===== config.mk =====
export PLATFORM = sky130hd
export DESIGN_NAME = acr_element
export DESIGN_NICKNAME = d
export VERILOG_FILES = /design/src/acr_pkg.sv /design/src/acr_element.sv
export SDC_FILE = /design/constraint.sdc
export NUM_CORES = 1
export LEC_CHECK = 0
export BUFFER_PORTS_ARGS = -buffer_cell sky130_fd_sc_hd__buf_2
export CAP_MARGIN = 0
export CORE_MARGIN = 2
export CORE_UTILIZATION = 30
export CTS_CLUSTER_SIZE = 16
export DETAILED_ROUTE_END_ITERATION = 12
export GPL_ROUTABILITY_DRIVEN = 0
export PLACE_DENSITY = 0.63
export SLEW_MARGIN = 10
export SYNTH_ARGS = -nofsm -noshare
export SYNTH_HDL_FRONTEND = slang
export SYNTH_SLANG_ARGS = --single-unit

===== constraint.sdc =====
create_clock -name ref_clk -period 2.5 [get_ports ref_clk]
set_clock_uncertainty 0.2 [all_clocks]
set_input_delay 0.625 -clock ref_clk [delete_from_list [all_inputs] [get_ports ref_clk]]
set_output_delay 0.625 -clock ref_clk [all_outputs]
set_load 0.005 [all_outputs]

===== src/acr_pkg.sv =====
package acr_pkg;

   // ========
   // Register map (byte addresses)
   // ========
   localparam logic [7:0] ADDR_CTRL = 8'h00;
   localparam logic [7:0] ADDR_CFG = 8'h04;
   localparam logic [7:0] ADDR_STATUS = 8'h08;
   localparam logic [7:0] ADDR_DIAG = 8'h0c;
   localparam logic [7:0] ADDR_MASK = 8'h10;
   localparam logic [7:0] ADDR_SENSE = 8'h14;

   // ========
   // Control register fields
   // ========
   localparam int CTRL_KIND_LSB = 0;
   localparam int CTRL_STATE_LSB = 3;
   localparam int CTRL_IRQ_EN = 5;
   localparam int CTRL_RESTART = 6;
   localparam logic [2:0] KIND_RESET = 3'h0;
   localparam logic [1:0] STATE_RESET = 2'h0;

   // Element kinds
   localparam logic [2:0] KIND_CE = 3'h0;
   localparam logic [2:0] KIND_SE = 3'h1;
   localparam logic [2:0] KIND_IO_COMPUTING_ELEMENT = 3'h2;
   localparam logic [2:0] KIND_TAPE = 3'h3;
   localparam logic [2:0] KIND_PAM = 3'h4;
   localparam logic [2:0] KIND_DISK = 3'h5;

   // ========
   // Configuration control register: permission field + parity
   // ========
   localparam int CFG_W = 9;
   localparam int CFG_PERM_W = 8;
   localparam int CFG_PAR_BIT = 8;
   // Odd parity over all nine bits; reset value is consistent
   localparam logic [8:0] CFG_RESET = 9'h1ff;

   // ========
   // Status, diagnose and sense fields
   // ========
   localparam int ST_CHECKSTOP = 0;
   localparam int ST_STOPPED = 1;
   localparam int ST_OTC = 2;
   localparam int ST_BATTERY = 3;
   localparam int ST_PARITY = 4;
   localparam int ST_ATTN = 5;
   localparam int ST_WAIT = 6;

   localparam int DIAG_W = 2;
   localparam int DIAG_OTC = 0;
   localparam int DIAG_BAT = 1;
   localparam logic [1:0] DIAG_RESET = 2'h0;
   localparam logic [1:0] MASK_RESET = 2'h0;

   localparam int SENSE_B4_OTC = 3;
   localparam int SENSE_ADP_OTC = 8;
   localparam int SENSE_ADP_PAR = 9;

   // ========
   // Pin input vector positions
   // ========
   localparam int IN_PWR_FAULT = 0;
   localparam int IN_PWR_DOWN = 1;
   localparam int IN_OT_SENSE = 2;
   localparam int IN_OT_TEST = 3;
   localparam int IN_BAT_SENSE = 4;
   localparam int IN_BAT_TEST = 5;
   localparam int IN_LOGIC_ERR = 6;
   localparam int IN_NO_CONT = 7;
   localparam int IN_LOGOUT_STOP = 8;
   localparam int IN_CFG_CMD = 9;
   localparam int IN_OP_END = 10;
   localparam int IN_SELECT = 11;
   localparam int IN_SRC_LSB = 12;
   localparam int IN_DATA_LSB = 15;
   localparam int IN_W = 24;

   // ========
   // Timing
   // ========
   localparam int CLK_PERIOD_NS = 10;
   localparam int LOGOUT_WAIT_NS = 2500;
   localparam int LOGOUT_WAIT_CYC = (LOGOUT_WAIT_NS + CLK_PERIOD_NS - 1) / CLK_PERIOD_NS;
   localparam int WAIT_CNT_W = 9;

   typedef enum logic [1:0] {
      ACR_RUN = 2'b00,
      ACR_WAIT = 2'b01,
      ACR_STOP = 2'b10
   } acr_stop_t;

endpackage : acr_pkg


===== src/acr_element.sv =====
// What this block does
// [RULE1] Power fault or power-down raises element check
// [RULE2] Computing element over-temperature interrupts only itself
// [RULE3] Storage over-temperature sends element check to all
// [RULE4] I/O element over-temperature reported, function unimpaired
// [RULE5] Tape unit: attention only for over-temperature
// [RULE6] Adapter: attention; sense holds temperature, parity
// [RULE7] Disk: pulse check, sense byte 4 bit 3
// [RULE8] Manual test input mimics real over-temperature
// [RULE9] Battery switch-over signal, with manual test input
// [RULE10] Computing element battery signal interrupts only itself
// [RULE11] Storage battery signal sent as element check
// [RULE12] I/O element drives battery signal as level
// [RULE13] Parity error during set-config pulses battery line
// [RULE14] Continuous parity check; error sends element check
// [RULE15] Parity check suppressed while register loads
// [RULE16] Empty permission field bypassed unless state zero
// [RULE17] State zero, empty field: reject every command
// [RULE18] Parity error leaves other operation untouched
// [RULE19] Checkstop always issues element check
// [RULE20] Unable to continue: checkstop, level element check
// [RULE21] Storage error: pulse, wait for logout-stop window
// [RULE22] Logout-stop: checkstop, level check, stopped signal
// [RULE23] Level-set diagnose bits re-set after read clears
// [RULE24] Interrupt needs mask bit and enable bit
// [RULE25] Pulse one cycle; level holds until restart
//
// The placing of the registers and the strobed register port were decided locally.
`timescale 1ns/1ns
module acr_element
   import acr_pkg::*;
(
   input wire logic ref_clk,
   input wire logic rst_b,
   input wire logic [7:0] reg_addr,
   input wire logic [31:0] reg_wdata,
   input wire logic reg_wr,
   input wire logic reg_rd,
   output logic [31:0] reg_rdata,
   input wire logic power_fault,
   input wire logic power_down,
   input wire logic over_temp_sense,
   input wire logic over_temp_test,
   input wire logic battery_sense,
   input wire logic battery_test,
   input wire logic logic_error,
   input wire logic unable_to_continue,
   input wire logic logout_stop_req,
   input wire logic cfg_cmd,
   input wire logic [2:0] cfg_src,
   input wire logic [8:0] cfg_data,
   input wire logic op_end,
   input wire logic select_attempt,
   output logic element_check_signal,
   output logic battery_power_signal,
   output logic stopped_signal,
   output logic ext_interrupt,
   output logic status_attention,
   output logic cfg_accept,
   output logic cfg_reject
);

   // ========
   // Pin synchronisers
   // ========
   logic [IN_W-1:0] pin_raw;
   logic [IN_W-1:0] sync1;
   logic [IN_W-1:0] sync2;
   logic [IN_W-1:0] sync3;

   assign pin_raw = {cfg_data, cfg_src, select_attempt, op_end, cfg_cmd,
                     logout_stop_req, unable_to_continue, logic_error,
                     battery_test, battery_sense, over_temp_test,
                     over_temp_sense, power_down, power_fault};

   // Multi-bit source and data must be stable around the command edge
   always_ff @(posedge ref_clk) begin
      if (!rst_b) begin
         sync1 <= '0;
         sync2 <= '0;
         sync3 <= '0;
      end else begin
         sync1 <= pin_raw;
         sync2 <= sync1;
         sync3 <= sync2;
      end
   end

   logic [IN_W-1:0] rise;
   logic power_bad;
   logic over_temperature_check;
   logic bat;
   logic otc_rise;
   logic [2:0] src;
   logic [CFG_W-1:0] cmd_data;

   assign rise = sync2 & ~sync3;
   assign power_bad = sync2[IN_PWR_FAULT] | sync2[IN_PWR_DOWN]; // [RULE1]
   assign over_temperature_check = sync2[IN_OT_SENSE] | sync2[IN_OT_TEST]; // [RULE8]
   assign bat = sync2[IN_BAT_SENSE] | sync2[IN_BAT_TEST]; // [RULE9]
   assign otc_rise = over_temperature_check & ~(sync3[IN_OT_SENSE] | sync3[IN_OT_TEST]);
   assign src = sync2[IN_SRC_LSB +: 3];
   assign cmd_data = sync2[IN_DATA_LSB +: CFG_W];

   // ========
   // Control and configuration registers
   // ========
   logic [2:0] kind;
   logic [1:0] elem_state;
   logic irq_en;
   logic [CFG_W-1:0] cfg;
   logic cfg_load_q;
   logic [DIAG_W-1:0] diag_mask;
   logic [2:0] next_kind;
   logic [1:0] next_elem_state;
   logic next_irq_en;
   logic [CFG_W-1:0] next_cfg;
   logic next_cfg_load_q;
   logic [DIAG_W-1:0] next_diag_mask;
   logic next_cfg_accept;
   logic next_cfg_reject;

   logic wr_ctrl;
   logic wr_cfg;
   logic restart;
   logic is_ce;
   logic is_se;
   logic is_io_computing_element;
   logic perm_empty;
   logic cmd_ok;
   logic parity_bad;
   logic parity_err;

   assign wr_ctrl = reg_wr && (reg_addr == ADDR_CTRL);
   assign wr_cfg = reg_wr && (reg_addr == ADDR_CFG);
   assign restart = wr_ctrl && reg_wdata[CTRL_RESTART];
   assign is_ce = (kind == KIND_CE);
   assign is_se = (kind == KIND_SE);
   assign is_io_computing_element = (kind == KIND_IO_COMPUTING_ELEMENT);
   assign perm_empty = (cfg[CFG_PERM_W-1:0] == '0);
   // Bypass only outside state zero; in state zero an empty field passes nothing
   assign cmd_ok = cfg[src] || (perm_empty && (elem_state != 2'h0)); // [RULE16] [RULE17]
   assign parity_bad = ~(^cfg);
   // Checked every cycle, held off around a load
   assign parity_err = parity_bad && !cfg_load_q && !wr_cfg; // [RULE14] [RULE15]

   always_comb begin
      next_kind = kind;
      next_elem_state = elem_state;
      next_irq_en = irq_en;
      next_cfg = cfg;
      next_diag_mask = diag_mask;
      next_cfg_load_q = 1'b0;
      next_cfg_accept = 1'b0;
      next_cfg_reject = 1'b0;
      if (wr_ctrl) begin
         next_kind = reg_wdata[CTRL_KIND_LSB +: 3];
         next_elem_state = reg_wdata[CTRL_STATE_LSB +: 2];
         next_irq_en = reg_wdata[CTRL_IRQ_EN];
      end
      if (reg_wr && (reg_addr == ADDR_MASK)) begin
         next_diag_mask = reg_wdata[DIAG_W-1:0];
      end
      if (wr_cfg) begin
         next_cfg = reg_wdata[CFG_W-1:0];
         next_cfg_load_q = 1'b1;
      end else if (rise[IN_CFG_CMD]) begin
         if (cmd_ok) begin // [RULE16]
            next_cfg = cmd_data;
            next_cfg_load_q = 1'b1;
            next_cfg_accept = 1'b1;
         end else begin
            next_cfg_reject = 1'b1; // [RULE17]
         end
      end
   end

   always_ff @(posedge ref_clk) begin
      if (!rst_b) begin
         kind <= KIND_RESET;
         elem_state <= STATE_RESET;
         irq_en <= 1'b0;
         cfg <= CFG_RESET;
         cfg_load_q <= 1'b0;
         diag_mask <= MASK_RESET;
         cfg_accept <= 1'b0;
         cfg_reject <= 1'b0;
      end else begin
         kind <= next_kind;
         elem_state <= next_elem_state;
         irq_en <= next_irq_en;
         cfg <= next_cfg;
         cfg_load_q <= next_cfg_load_q;
         diag_mask <= next_diag_mask;
         cfg_accept <= next_cfg_accept;
         cfg_reject <= next_cfg_reject;
      end
   end

   // ========
   // Checkstop sequencing
   // ========
   acr_stop_t stop_st;
   acr_stop_t next_stop_st;
   logic [WAIT_CNT_W-1:0] wait_cnt;
   logic [WAIT_CNT_W-1:0] next_wait_cnt;
   logic err_pulse;

   // Logic error pulses check on storage, computing and I/O computing elements; only storage opens the logout-stop window
   assign err_pulse = rise[IN_LOGIC_ERR] && (is_se || is_ce || is_io_computing_element);

   always_comb begin
      next_stop_st = stop_st;
      next_wait_cnt = wait_cnt;
      case (stop_st)
         ACR_RUN: begin
            if ((is_ce || is_io_computing_element) && rise[IN_NO_CONT]) begin
               next_stop_st = ACR_STOP; // [RULE20]
            end else if (is_se && rise[IN_LOGIC_ERR]) begin
               next_stop_st = ACR_WAIT; // [RULE21]
               next_wait_cnt = WAIT_CNT_W'(LOGOUT_WAIT_CYC - 1);
            end
         end
         ACR_WAIT: begin
            if (sync2[IN_LOGOUT_STOP]) begin
               next_stop_st = ACR_STOP; // [RULE22]
            end else if (wait_cnt == '0) begin
               next_stop_st = ACR_RUN; // [RULE21]
            end else begin
               next_wait_cnt = wait_cnt - 1'b1;
            end
         end
         ACR_STOP: begin
            if (restart) begin
               next_stop_st = ACR_RUN; // [RULE25]
            end
         end
         default: begin
            next_stop_st = ACR_RUN;
         end
      endcase
   end

   always_ff @(posedge ref_clk) begin
      if (!rst_b) begin
         stop_st <= ACR_RUN;
         wait_cnt <= '0;
      end else begin
         stop_st <= next_stop_st;
         wait_cnt <= next_wait_cnt;
      end
   end

   // ========
   // Outgoing check, battery and stopped signals
   // ========
   logic parity_q;
   logic next_parity_q;
   logic elc_level;
   logic elc_pulse;
   logic bat_pulse;
   logic next_elc;
   logic next_bat_sig;
   logic next_stopped;

   assign next_parity_q = parity_err;
   // Temperature and battery levels have no known end, so they stay level
   assign elc_level = power_bad // [RULE1]
                    | (over_temperature_check && (is_se || is_io_computing_element)) // [RULE3] [RULE4]
                    | (bat && is_se) // [RULE11]
                    | (stop_st == ACR_STOP); // [RULE19] [RULE20] [RULE22]
   assign elc_pulse = (otc_rise && kind == KIND_DISK) // [RULE7]
                    | (parity_err && !parity_q) // [RULE14] [RULE18]
                    | err_pulse; // [RULE21]
   assign next_elc = elc_level | elc_pulse; // [RULE25]
   // A pulse against the level shows as a one-cycle inversion
   assign bat_pulse = is_io_computing_element && rise[IN_CFG_CMD] && parity_bad; // [RULE13]
   assign next_bat_sig = (is_io_computing_element && bat) ^ bat_pulse; // [RULE12]
   assign next_stopped = is_se && (stop_st == ACR_STOP); // [RULE22]

   always_ff @(posedge ref_clk) begin
      if (!rst_b) begin
         parity_q <= 1'b0;
         element_check_signal <= 1'b0;
         battery_power_signal <= 1'b0;
         stopped_signal <= 1'b0;
      end else begin
         parity_q <= next_parity_q;
         element_check_signal <= next_elc;
         battery_power_signal <= next_bat_sig;
         stopped_signal <= next_stopped;
      end
   end

   // ========
   // Own diagnose register and interrupt request
   // ========
   logic [DIAG_W-1:0] diag;
   logic [DIAG_W-1:0] next_diag;
   logic [DIAG_W-1:0] diag_set;
   logic next_ext_int;
   logic rd_diag;

   assign rd_diag = reg_rd && (reg_addr == ADDR_DIAG);
   // Only this element sees its own temperature and battery bits
   assign diag_set[DIAG_OTC] = is_ce && over_temperature_check; // [RULE2] [RULE8]
   assign diag_set[DIAG_BAT] = is_ce && bat; // [RULE10]

   always_comb begin
      next_diag = diag;
      if (rd_diag) begin
         next_diag = '0;
      end
      // Set beats clear, so a held level re-sets right after a read
      next_diag = next_diag | diag_set; // [RULE23]
      next_ext_int = irq_en && |(diag & diag_mask); // [RULE24]
   end

   always_ff @(posedge ref_clk) begin
      if (!rst_b) begin
         diag <= DIAG_RESET;
         ext_interrupt <= 1'b0;
      end else begin
         diag <= next_diag;
         ext_interrupt <= next_ext_int;
      end
   end

   // ========
   // Attention status and sense data
   // ========
   logic attn_pend;
   logic next_attn_pend;
   logic next_attn;
   logic disk_sense;
   logic next_disk_sense;
   logic adp_par;
   logic next_adp_par;
   logic is_io_unit;
   logic present;

   assign is_io_unit = (kind == KIND_TAPE) || (kind == KIND_PAM);
   assign present = rise[IN_OP_END] || rise[IN_SELECT];

   always_comb begin
      next_attn_pend = attn_pend;
      next_attn = 1'b0;
      next_disk_sense = disk_sense;
      next_adp_par = adp_par;
      // Presented only at end of operation or on selection
      if (attn_pend && present) begin
         next_attn = 1'b1; // [RULE5] [RULE6]
         next_attn_pend = 1'b0;
      end
      if (otc_rise && is_io_unit) begin
         next_attn_pend = 1'b1; // [RULE5] [RULE6]
      end
      if (reg_rd && (reg_addr == ADDR_SENSE)) begin
         next_disk_sense = 1'b0;
         next_adp_par = 1'b0;
      end
      if (over_temperature_check && kind == KIND_DISK) begin
         next_disk_sense = 1'b1; // [RULE7]
      end
      if (parity_err && kind == KIND_PAM) begin
         next_adp_par = 1'b1; // [RULE6]
      end
   end

   always_ff @(posedge ref_clk) begin
      if (!rst_b) begin
         attn_pend <= 1'b0;
         status_attention <= 1'b0;
         disk_sense <= 1'b0;
         adp_par <= 1'b0;
      end else begin
         attn_pend <= next_attn_pend;
         status_attention <= next_attn;
         disk_sense <= next_disk_sense;
         adp_par <= next_adp_par;
      end
   end

   // ========
   // Register read port
   // ========
   logic [31:0] next_rdata;

   always_comb begin
      next_rdata = '0;
      if (reg_rd) begin
         case (reg_addr)
            ADDR_CTRL: begin
               next_rdata[CTRL_KIND_LSB +: 3] = kind;
               next_rdata[CTRL_STATE_LSB +: 2] = elem_state;
               next_rdata[CTRL_IRQ_EN] = irq_en;
            end
            ADDR_CFG: begin
               next_rdata[CFG_W-1:0] = cfg;
            end
            ADDR_STATUS: begin
               next_rdata[ST_CHECKSTOP] = (stop_st == ACR_STOP);
               next_rdata[ST_STOPPED] = stopped_signal;
               next_rdata[ST_OTC] = over_temperature_check;
               next_rdata[ST_BATTERY] = bat;
               next_rdata[ST_PARITY] = parity_err;
               next_rdata[ST_ATTN] = attn_pend;
               next_rdata[ST_WAIT] = (stop_st == ACR_WAIT);
            end
            ADDR_DIAG: begin
               next_rdata[DIAG_W-1:0] = diag;
            end
            ADDR_MASK: begin
               next_rdata[DIAG_W-1:0] = diag_mask;
            end
            ADDR_SENSE: begin
               next_rdata[SENSE_B4_OTC] = disk_sense;
               next_rdata[SENSE_ADP_OTC] = over_temperature_check && kind == KIND_PAM;
               next_rdata[SENSE_ADP_PAR] = adp_par;
            end
            default: begin
               next_rdata = '0;
            end
         endcase
      end
   end

   always_ff @(posedge ref_clk) begin
      if (!rst_b) begin
         reg_rdata <= '0;
      end else begin
         reg_rdata <= next_rdata;
      end
   end

endmodule : acr_element


# [Yosys cells after proc, flatten, opt, wreduce, memory -nomap -nowiden]
# Index checks and enable logic that the tools add are counted.
# Widths: inputs -> output; s select.
[op_classes] addsub=1 muxes=33 magnitude_cmp=1 shifts=0 reduce_logical=60 mul=0 eq_ne=19 n_bitwise=20 div_mod_pow=0
[op_table] op="$mux 9" count=7
[op_table] op="$logic_and 1x1->1" count=28
[op_table] op="$pmux 9 s2" count=1
[op_table] op="$eq 8x4->1 const B" count=2
[op_table] op="$eq 8x5->1 const B" count=2
[op_table] op="$logic_not 8->1" count=2
[op_table] op="$reduce_bool 2->1" count=7
[op_table] op="$and 12x12->12" count=1
[op_table] op="$mux 2" count=6
[op_table] op="$not 12->12" count=1
[op_table] op="$pmux 2 s3" count=2
[op_table] op="$mux 1" count=11
[op_table] op="$ne 2x2->1 const B" count=5
[op_table] op="$or 1x1->1" count=10
[op_table] op="$pmux 2 s5" count=1
[op_table] op="$logic_not 9->1" count=1
[op_table] op="$reduce_and 3->1" count=3
[op_table] op="$reduce_xor 9->1" count=1
[op_table] op="$sub 9x1->9 const B" count=1
[op_table] op="$eq 8x3->1 const B" count=1
[op_table] op="$logic_or 1x1->1" count=7
[op_table] op="$eq 3x2->1 const B" count=2
[op_table] op="$eq 3x3->1 const B" count=2
[op_table] op="$ne 3x3->1 const B" count=2
[op_table] op="20 further kinds" count=28
[totals] inputBits=68 latchBits=0 romBits=0 mem_bits_rw=0 regBits=134 n_memories=0

# [Longest topological paths before layout]
# Gate-level depths: netlist of the first run.
[depth] depth_word=8 mapped_depth=8 depth_no_buf=7

# [Worst setup path before layout of the first run]
# OpenSTA, ideal clock, no wires.
[synth_path] path_type="input to register" startpoint="input reg_addr[1]" endpoint="register cfg[0]" path_buffers=1 path_slack_ns=0.002 stages=6 t_required_ns=2.234 arrival_time_ns=2.232 cell_sequence="or4_4 -> or4_4 -> nand3_1 -> nand2b_1 -> buf_2 -> a2bb2oi_2"
[synth_via] elab_chain_cells=4
[synth_rtl] item="from (decl)" line_no="acr_element.sv:35" source="input wire logic [7:0] reg_addr,"
[synth_rtl] item="$eq 8x3->1 *" line_no="acr_element.sv:135" source="assign wr_cfg = reg_wr && (reg_addr == ADDR_CFG);"
[synth_rtl] item="$logic_and 1x1->1 *" line_no="acr_element.sv:135"
[synth_rtl] item="$reduce_bool 2->1 (no line)"
[synth_rtl] item="$reduce_and 2->1 (no line)"
[synth_rtl] item="to (signal assigned)" line_no="acr_element.sv:192" source="cfg <= next_cfg;"
[synth_rtl] item="to (decl)" line_no="acr_element.sv:111" source="logic [CFG_W-1:0] cfg;"
# Mark *: on every way between the ends. The rest lies on a longest branch, timed or not.
# A chain may end at the register's enable or synchronous reset.

# [Final worst setup path of the first run]
[layout_path] startpoint="register sync2[12]" endpoint="register cfg[5]"
[layout_via] elab_chain_cells=5
[layout_rtl] item="from (decl)" line_no="acr_element.sv:68" source="logic [IN_W-1:0] sync2;"
[layout_rtl] item="from (signal assigned)" line_no="acr_element.sv:84" source="sync2 <= sync1;"
[layout_rtl] item="$bmux 1 s3" line_no="acr_element.sv:142" source="assign cmd_ok = cfg[src] || (perm_empty && (elem_state != 2'h0));"
[layout_rtl] item="$mux 1 (not written as such)" line_no="acr_element.sv:142"
[layout_rtl] item="$logic_or 1x1->1" line_no="acr_element.sv:142"
[layout_rtl] item="$reduce_bool 2->1 (no line)"
[layout_rtl] item="$reduce_and 2->1 (no line)"
# No other way between the ends. The select of a mux whose other input is x is not followed.

==> results of run 1 <==
area by class of cell:
type                       count  area (um^2)
fill                        1458         9170
tap                          184          230
timing repair buffer          85          498
clock buffer                   9          225
clock inverter                 7         67.6
sequential                   107         2140
inverter                      18         67.6
multi-input combinational    299         2020
synth_stat cells, types with 4 or more instances:
cell type	n	area, um^2
dfxtp_1	107	2140
and2_1	56	350
nor2_1	37	139
nand2_1	31	116
buf_4	22	165
clkbuf_1	19	71.3
inv_1	18	67.6
nor2b_1	13	81.3
nand3_1	10	50.1
a2bb2oi_2	9	135
o221ai_2	9	135
mux2i_1	8	80.1
nor3_1	8	40.0
o21ai_0	8	40.0
a21boi_0	7	52.6
a21oi_1	6	30.0
a22oi_1	5	37.5
a31oi_1	5	31.3
ha_1	5	62.6
nand4_1	5	31.3
nand2b_1	4	25.0
critical path, stage by stage, from the launching register on:
cell and delay [ns]:
dfxtp_1 0.43, mux2_1 0.35, mux4_2 0.48, or3b_1 0.38, buf_4 0.19, o221ai_2 0.18, a2bb2oi_2 0.07
routing by layer:
metal  up-vias  GRT usage, %
met5         -             0
met4         0          3.86
met3        11          3.25
met2       122          18.7
met1      1487          16.7
li1       1629             -
logic make-up (layout without fill, tap and decap cells):
kind of cell	count (synthesis)	in the layout	synth area share [%]
AO/OA/AOI/OAI	66	66	13.9
XOR/XNOR	6	6	1.50
adder cells (fa/ha/maj)	5	5	1.42
buffers and inverters	62	119	7.38
flip-flops	107	107	48.6
multiplexers	15	15	4.37
other	1	22	0.0851
AND/OR/NAND/NOR	185	185	22.7
state kept, by name, summed over array words and instances (netlist names), 2 cells and up:
name / flops
kind: 3
cfg: 9
diag_mask: 2
sync2: 24
sync1: 24
reg_rdata: 10
stop_st: 2
wait_cnt: 9
sync3: 7
diag: 2
elem_state: 2
per-stage QoR:
step	setup TNS, ns	setup slack, ns
after global routing	0	0.0227
final	0	0.102
after floorplan	0	0.00188
after CTS	0	0.106
after detailed placement	-2.32	-0.229
after global placement	-1.97	-0.201
worst paths after layout:
path | start | endpoint | slack [ns] | cells past startpoint
worst min-delay path | parity_q | element_check_signal | 0.23 | 1
worst max register to register | sync2[12] | cfg[5] | 0.10 | 6
worst max-delay path | sync2[12] | cfg[5] | 0.10 | 6
worst min register to register | parity_q | element_check_signal | 0.23 | 1
report_power, final:
group | switching [mW] | internal [mW] | leakage [nW]
clock | 0.684 | 0.703 | 0.145
combinational | 0.156 | 0.154 | 1.24
sequential | 0.0308 | 1.77 | 0.875
layout by cell type (no fill, tap or decap), types with 5 or more instances in the layout:
cell type and n:
dfxtp_1 107, buf_2 61, and2_1 56, nor2_1 37, nand2_1 31, buf_4 23, conb_1 22, inv_1 18
nor2b_1 13, nand3_1 10, o221ai_2 9, a2bb2oi_2 9, clkbuf_16 9, nor3_1 8, o21ai_0 8, mux2i_1 8
a21boi_0 7, a21oi_1 6, nand4_1 5, a31oi_1 5, a22oi_1 5, ha_1 5
==> flow_summary_export.csv, run 1 <==
group,metric,value,unit
status,status,"completed",
synthesis,ys_seq_elements,107,
grt,grt_pass1_vias,3140,
synthesis,yosysWarnings,0,
floorplan,ios,107,
clock_network,cts_tree,"yes",
sta,rsz0062_at_grt,"no",
grt,overflow,0,
synthesis,async_flop_share,0,%
critical_path,critPathCaptureType,"flop",
route,highest_layer,"met4",
route,wl_met3,560,um
critical_path,critPathRequiredTime,2.53,ns
clock_network,cts-buffers-inserted,9,
synthesis,avgSynthCellArea,9.86,um^2
grt,grt_max_degree,35,
route,dr.pass1.iters,4,
hold_path,worst_hold_path_type,"flop to flop",
pwr,power_leakage,2.26,nW
clock_network,cts_buffer_depth,2,
pwr,peakVddDrop,0.315,mV
sta,post-route-period-util,95.9,%
critical_path,start_kind,"flop",
route,drcViolationCount,0,
critical_path,cp.arrival,2.43,ns
sta,max-slew-margin-rel,53.6,%
route,via_count,3249,
synthesis,ys_seq_area_share,48.6,%
critical_path,critPathKind,"flop to flop",
clock_network,cts-root-buf,"clkbuf_16",
finish,diodes,0,
floorplan,die_x,125,um
floorplan,start_util,30.6,%
finish,fin_cells,709,
synthesis,syn_area,4410,um^2
sta,min_period,2.40,ns
clock_network,clk_latency,0.35,ns
finish,design_area,5260,um^2
flow_run,maxCapViolCount,0,
route,met2_length,4240,um
pwr,power_density,665,nW/um^2
floorplan,fp-row-count,44,
grt,antenna_found_initial,0,
sta,worstMarginPinSlew,0.688,ns
sta,finalMaxSlewViolations,0,
place,post-place-cells,693,
clock_network,clkTransAtPathRegs,0.08,ns
grt,grt_pass1_wl,15400,um
sta,fmax,0.417,GHz
floorplan,dieArea,15700,um^2
finish,layout.nets,593,
grt,grt_usage,12.2,%
pwr,total_power,3.49,mW
place,hpwl,7100,um
synthesis,synth.distinct_cells,58,
route,avgRoutedWirePerCell,13.4,um
finish,drive_gt1_share,24.6,%
route,drt-initial-drc-count,216,
synthesis,synth_flop_cell,"dfxtp_1",
route,via_per_inst,4.58,
critical_path,cp_max_fo,6,
route,routed_wl,9480,um
route,antenna_left,0,
finish,area_delta_synth_final,19.3,%
sta,setup_viol,0,
clock_network,cts_sinks,107,
synthesis,synthCells,447,
finish,postLayoutCoreUtil,36.4,%
place,portBuffers,61,
sta,report.final.hold_viol_count,0,
clock_network,hold_buffers,0,
route,drt-met1-wl,4550,um
floorplan,core,14400,um^2
floorplan,fp.dieH,125,um
sta,fin_hold_ws,0.228,ns
clock_network,cts_resized,0,
clock_network,postCtsSetupRepairBufs,0,
synthesis,synth_edf_count,0,
clock_network,h-tree-depth,3,
place,place_area,4960,um^2
Power figures use the tool's default switching activity.
==> inputs of run 2 (changes only) <==
Settings changed: BUFFER_PORTS_ARGS -buffer_cell sky130_fd_sc_hd__buf_2 to -buffer_cell sky130_fd_sc_hd__buf_4, REMOVE_ABC_BUFFERS from default to 1, SETUP_SLACK_MARGIN from default to 0.15.
==> flow_summary_export.csv, run 2 (synthesis gave the netlist of run 1 again) <==
group,metric,value,unit
critical_path,cp_max_fo,9,
clock_network,cts-root-buf,"clkbuf_16",
pwr,clkPwrFrac,42.4,%
grt,grt_usage,12.5,%
pwr,pwr-share-comb,9.1,%
finish,drive_gt1_share,24.5,%
clock_network,cts-buffers-inserted,9,
hold_path,worst_hold_path_type,"flop to flop",
clock_network,clk_latency,0.35,ns
status,status,"completed",
pwr,p_seq_share,48.5,%
finish,diodes,0,
clock_network,clkTransAtPathRegs,0.06,ns
sta,rsz0062_at_grt,"yes",
grt,grt_max_degree,37,
clock_network,hold_buffers,0,
sta,worstMarginPinSlew,0.616,ns
finish,layout_common_cells,"dfxtp_1 (106), buf_4 (81), and2_1 (56)",
sta,min_period,2.33,ns
pwr,total_power,3.71,mW
pwr,peakVddDrop,0.407,mV
floorplan,start_util,30.6,%
route,drt-initial-drc-count,127,
hold_path,hold_depth,1,
finish,design_area,5470,um^2
floorplan,dieArea,15700,um^2
grt,overflow,0,
pwr,p_int,2.91,mW
floorplan,core,14400,um^2
sta,setup_viol,0,
grt,grt_pass1_vias,3298,
grt,busiest_layer,"met2",
pwr,power_density,678,nW/um^2
route,antenna_left,0,
clock_network,cts_sinks,107,
finish,area_delta_synth_final,24.2,%
finish,final_common_cell,"dfxtp_1",
grt,antenna_found_initial,0,
critical_path,cp.arrival,2.40,ns
critical_path,r2r_cells,6,
route,dr.pass1.iters,6,
sta,fin_hold_ws,0.211,ns
sta,worst_slack,0.173,ns
flow_run,maxCapViolCount,0,
finish,reg.largest.list,"sync1 x24, sync2 x24, reg_rdata x10",
critical_path,critPathCaptureType,"flop",
sta,report.final.hold_viol_count,0,
pwr,power_leakage,2.33,nW
floorplan,fp-row-count,44,
floorplan,die_x,125,um
route,via_per_inst,4.64,
route,via_count,3277,
critical_path,start_kind,"primary input",
pwr,p_switching,798,uW
place,dpl_worst_slack,-0.189,ns
clock_network,cts_buffer_depth,2,
pwr,p_sw_share,21.5,%
place,portBuffers,61,
route,routed_wl,9750,um
grt,grt_pass1_wl,16000,um
place,place_area,5110,um^2
sta,fmax,0.430,GHz
route,drcViolationCount,0,
place,hpwl,7250,um
grt,use_met1,14.9,%
critical_path,critPathRequiredTime,2.58,ns
grt,met3_usage,3.38,%
floorplan,ios,107,
sta,post-route-period-util,93.1,%
floorplan,fp.dieH,125,um
route,avgRoutedWirePerCell,13.8,um
grt,grt_use_met2,22.6,%
clock_network,h-tree-depth,3,
critical_path,critPathKind,"primary input to flop",
clock_network,cts_tree,"yes",
sta,finalMaxSlewViolations,0,
finish,layout.nets,591,
sta,max-slew-margin-rel,58.8,%
## run 2: stage by stage
| stage | cells | util, % | setup TNS, ns |
|---|---|---|---|
| 3_5_place_dp | 691 | 35.4 | -1.97 |
| 6_report | 707 | 37.9 | 0 |
| 5_1_grt | 707 | 37.9 | 0 |
| 2_1_floorplan | 424 | - | -3.34 |
| 4_1_cts | 707 | 37.8 | 0 |
| 3_3_place_gp | 691 | 35.4 | -1.62 |
## run 2: metal layers
metal | vias to the layer above | part of all wire [%]
met5 | - | 0
met4 | 0 | 0.95
met3 | 13 | 5.2
met2 | 78 | 51
met1 | 1561 | 43
li1 | 1625 | -
## run 2: worst paths after layout
check,startpoint,to,slack (ns)
hold / removal,parity_q,element_check_signal,0.21
setup reg to reg,sync2[12],cfg[6],0.19
hold reg to reg,parity_q,element_check_signal,0.21
setup / recovery,reg_addr[1],cfg[7],0.17
## run 2: cell type report
cell class                      instances  area (um^2)
Fill cell                            1448         8950
Sequential cell                       107         2140
Tap cell                              184          230
Timing Repair Buffer                   83          648
Inverter                               18         67.6
Clock inverter                          3         68.8
Clock buffer                           13          270
Multi-Input combinational cell        299         2040
## run 2: what timing repair did
action	in CTS	in global routing
resized for setup	1	3
endpoints found under the setup margin	9	14
endpoints found under the hold margin	0	0
setup buffers	0	0
pin swaps	0	0
## run 2: critical path, cell delays in order
cell and delay [ns]:
buf_4 0.11, or4_4 0.54, or4_4 0.51, or3b_1 0.22
buf_12 0.15, o221ai_2 0.11, a2bb2oi_2 0.14
## run 2: power groups by stage
| stage | registers (mW) | logic (mW) | clock network, mW |
|---|---|---|---|
| 3_5_place_dp | 1.84 | 0.329 | 0 |
| 6_report | 1.80 | 0.337 | 1.57 |
| 2_1_floorplan | 1.83 | 0.174 | 0 |
| 4_1_cts | 1.80 | 0.330 | 1.61 |
| 3_3_place_gp | 1.84 | 0.320 | 0 |
| 5_1_grt | 1.81 | 0.371 | 1.66 |
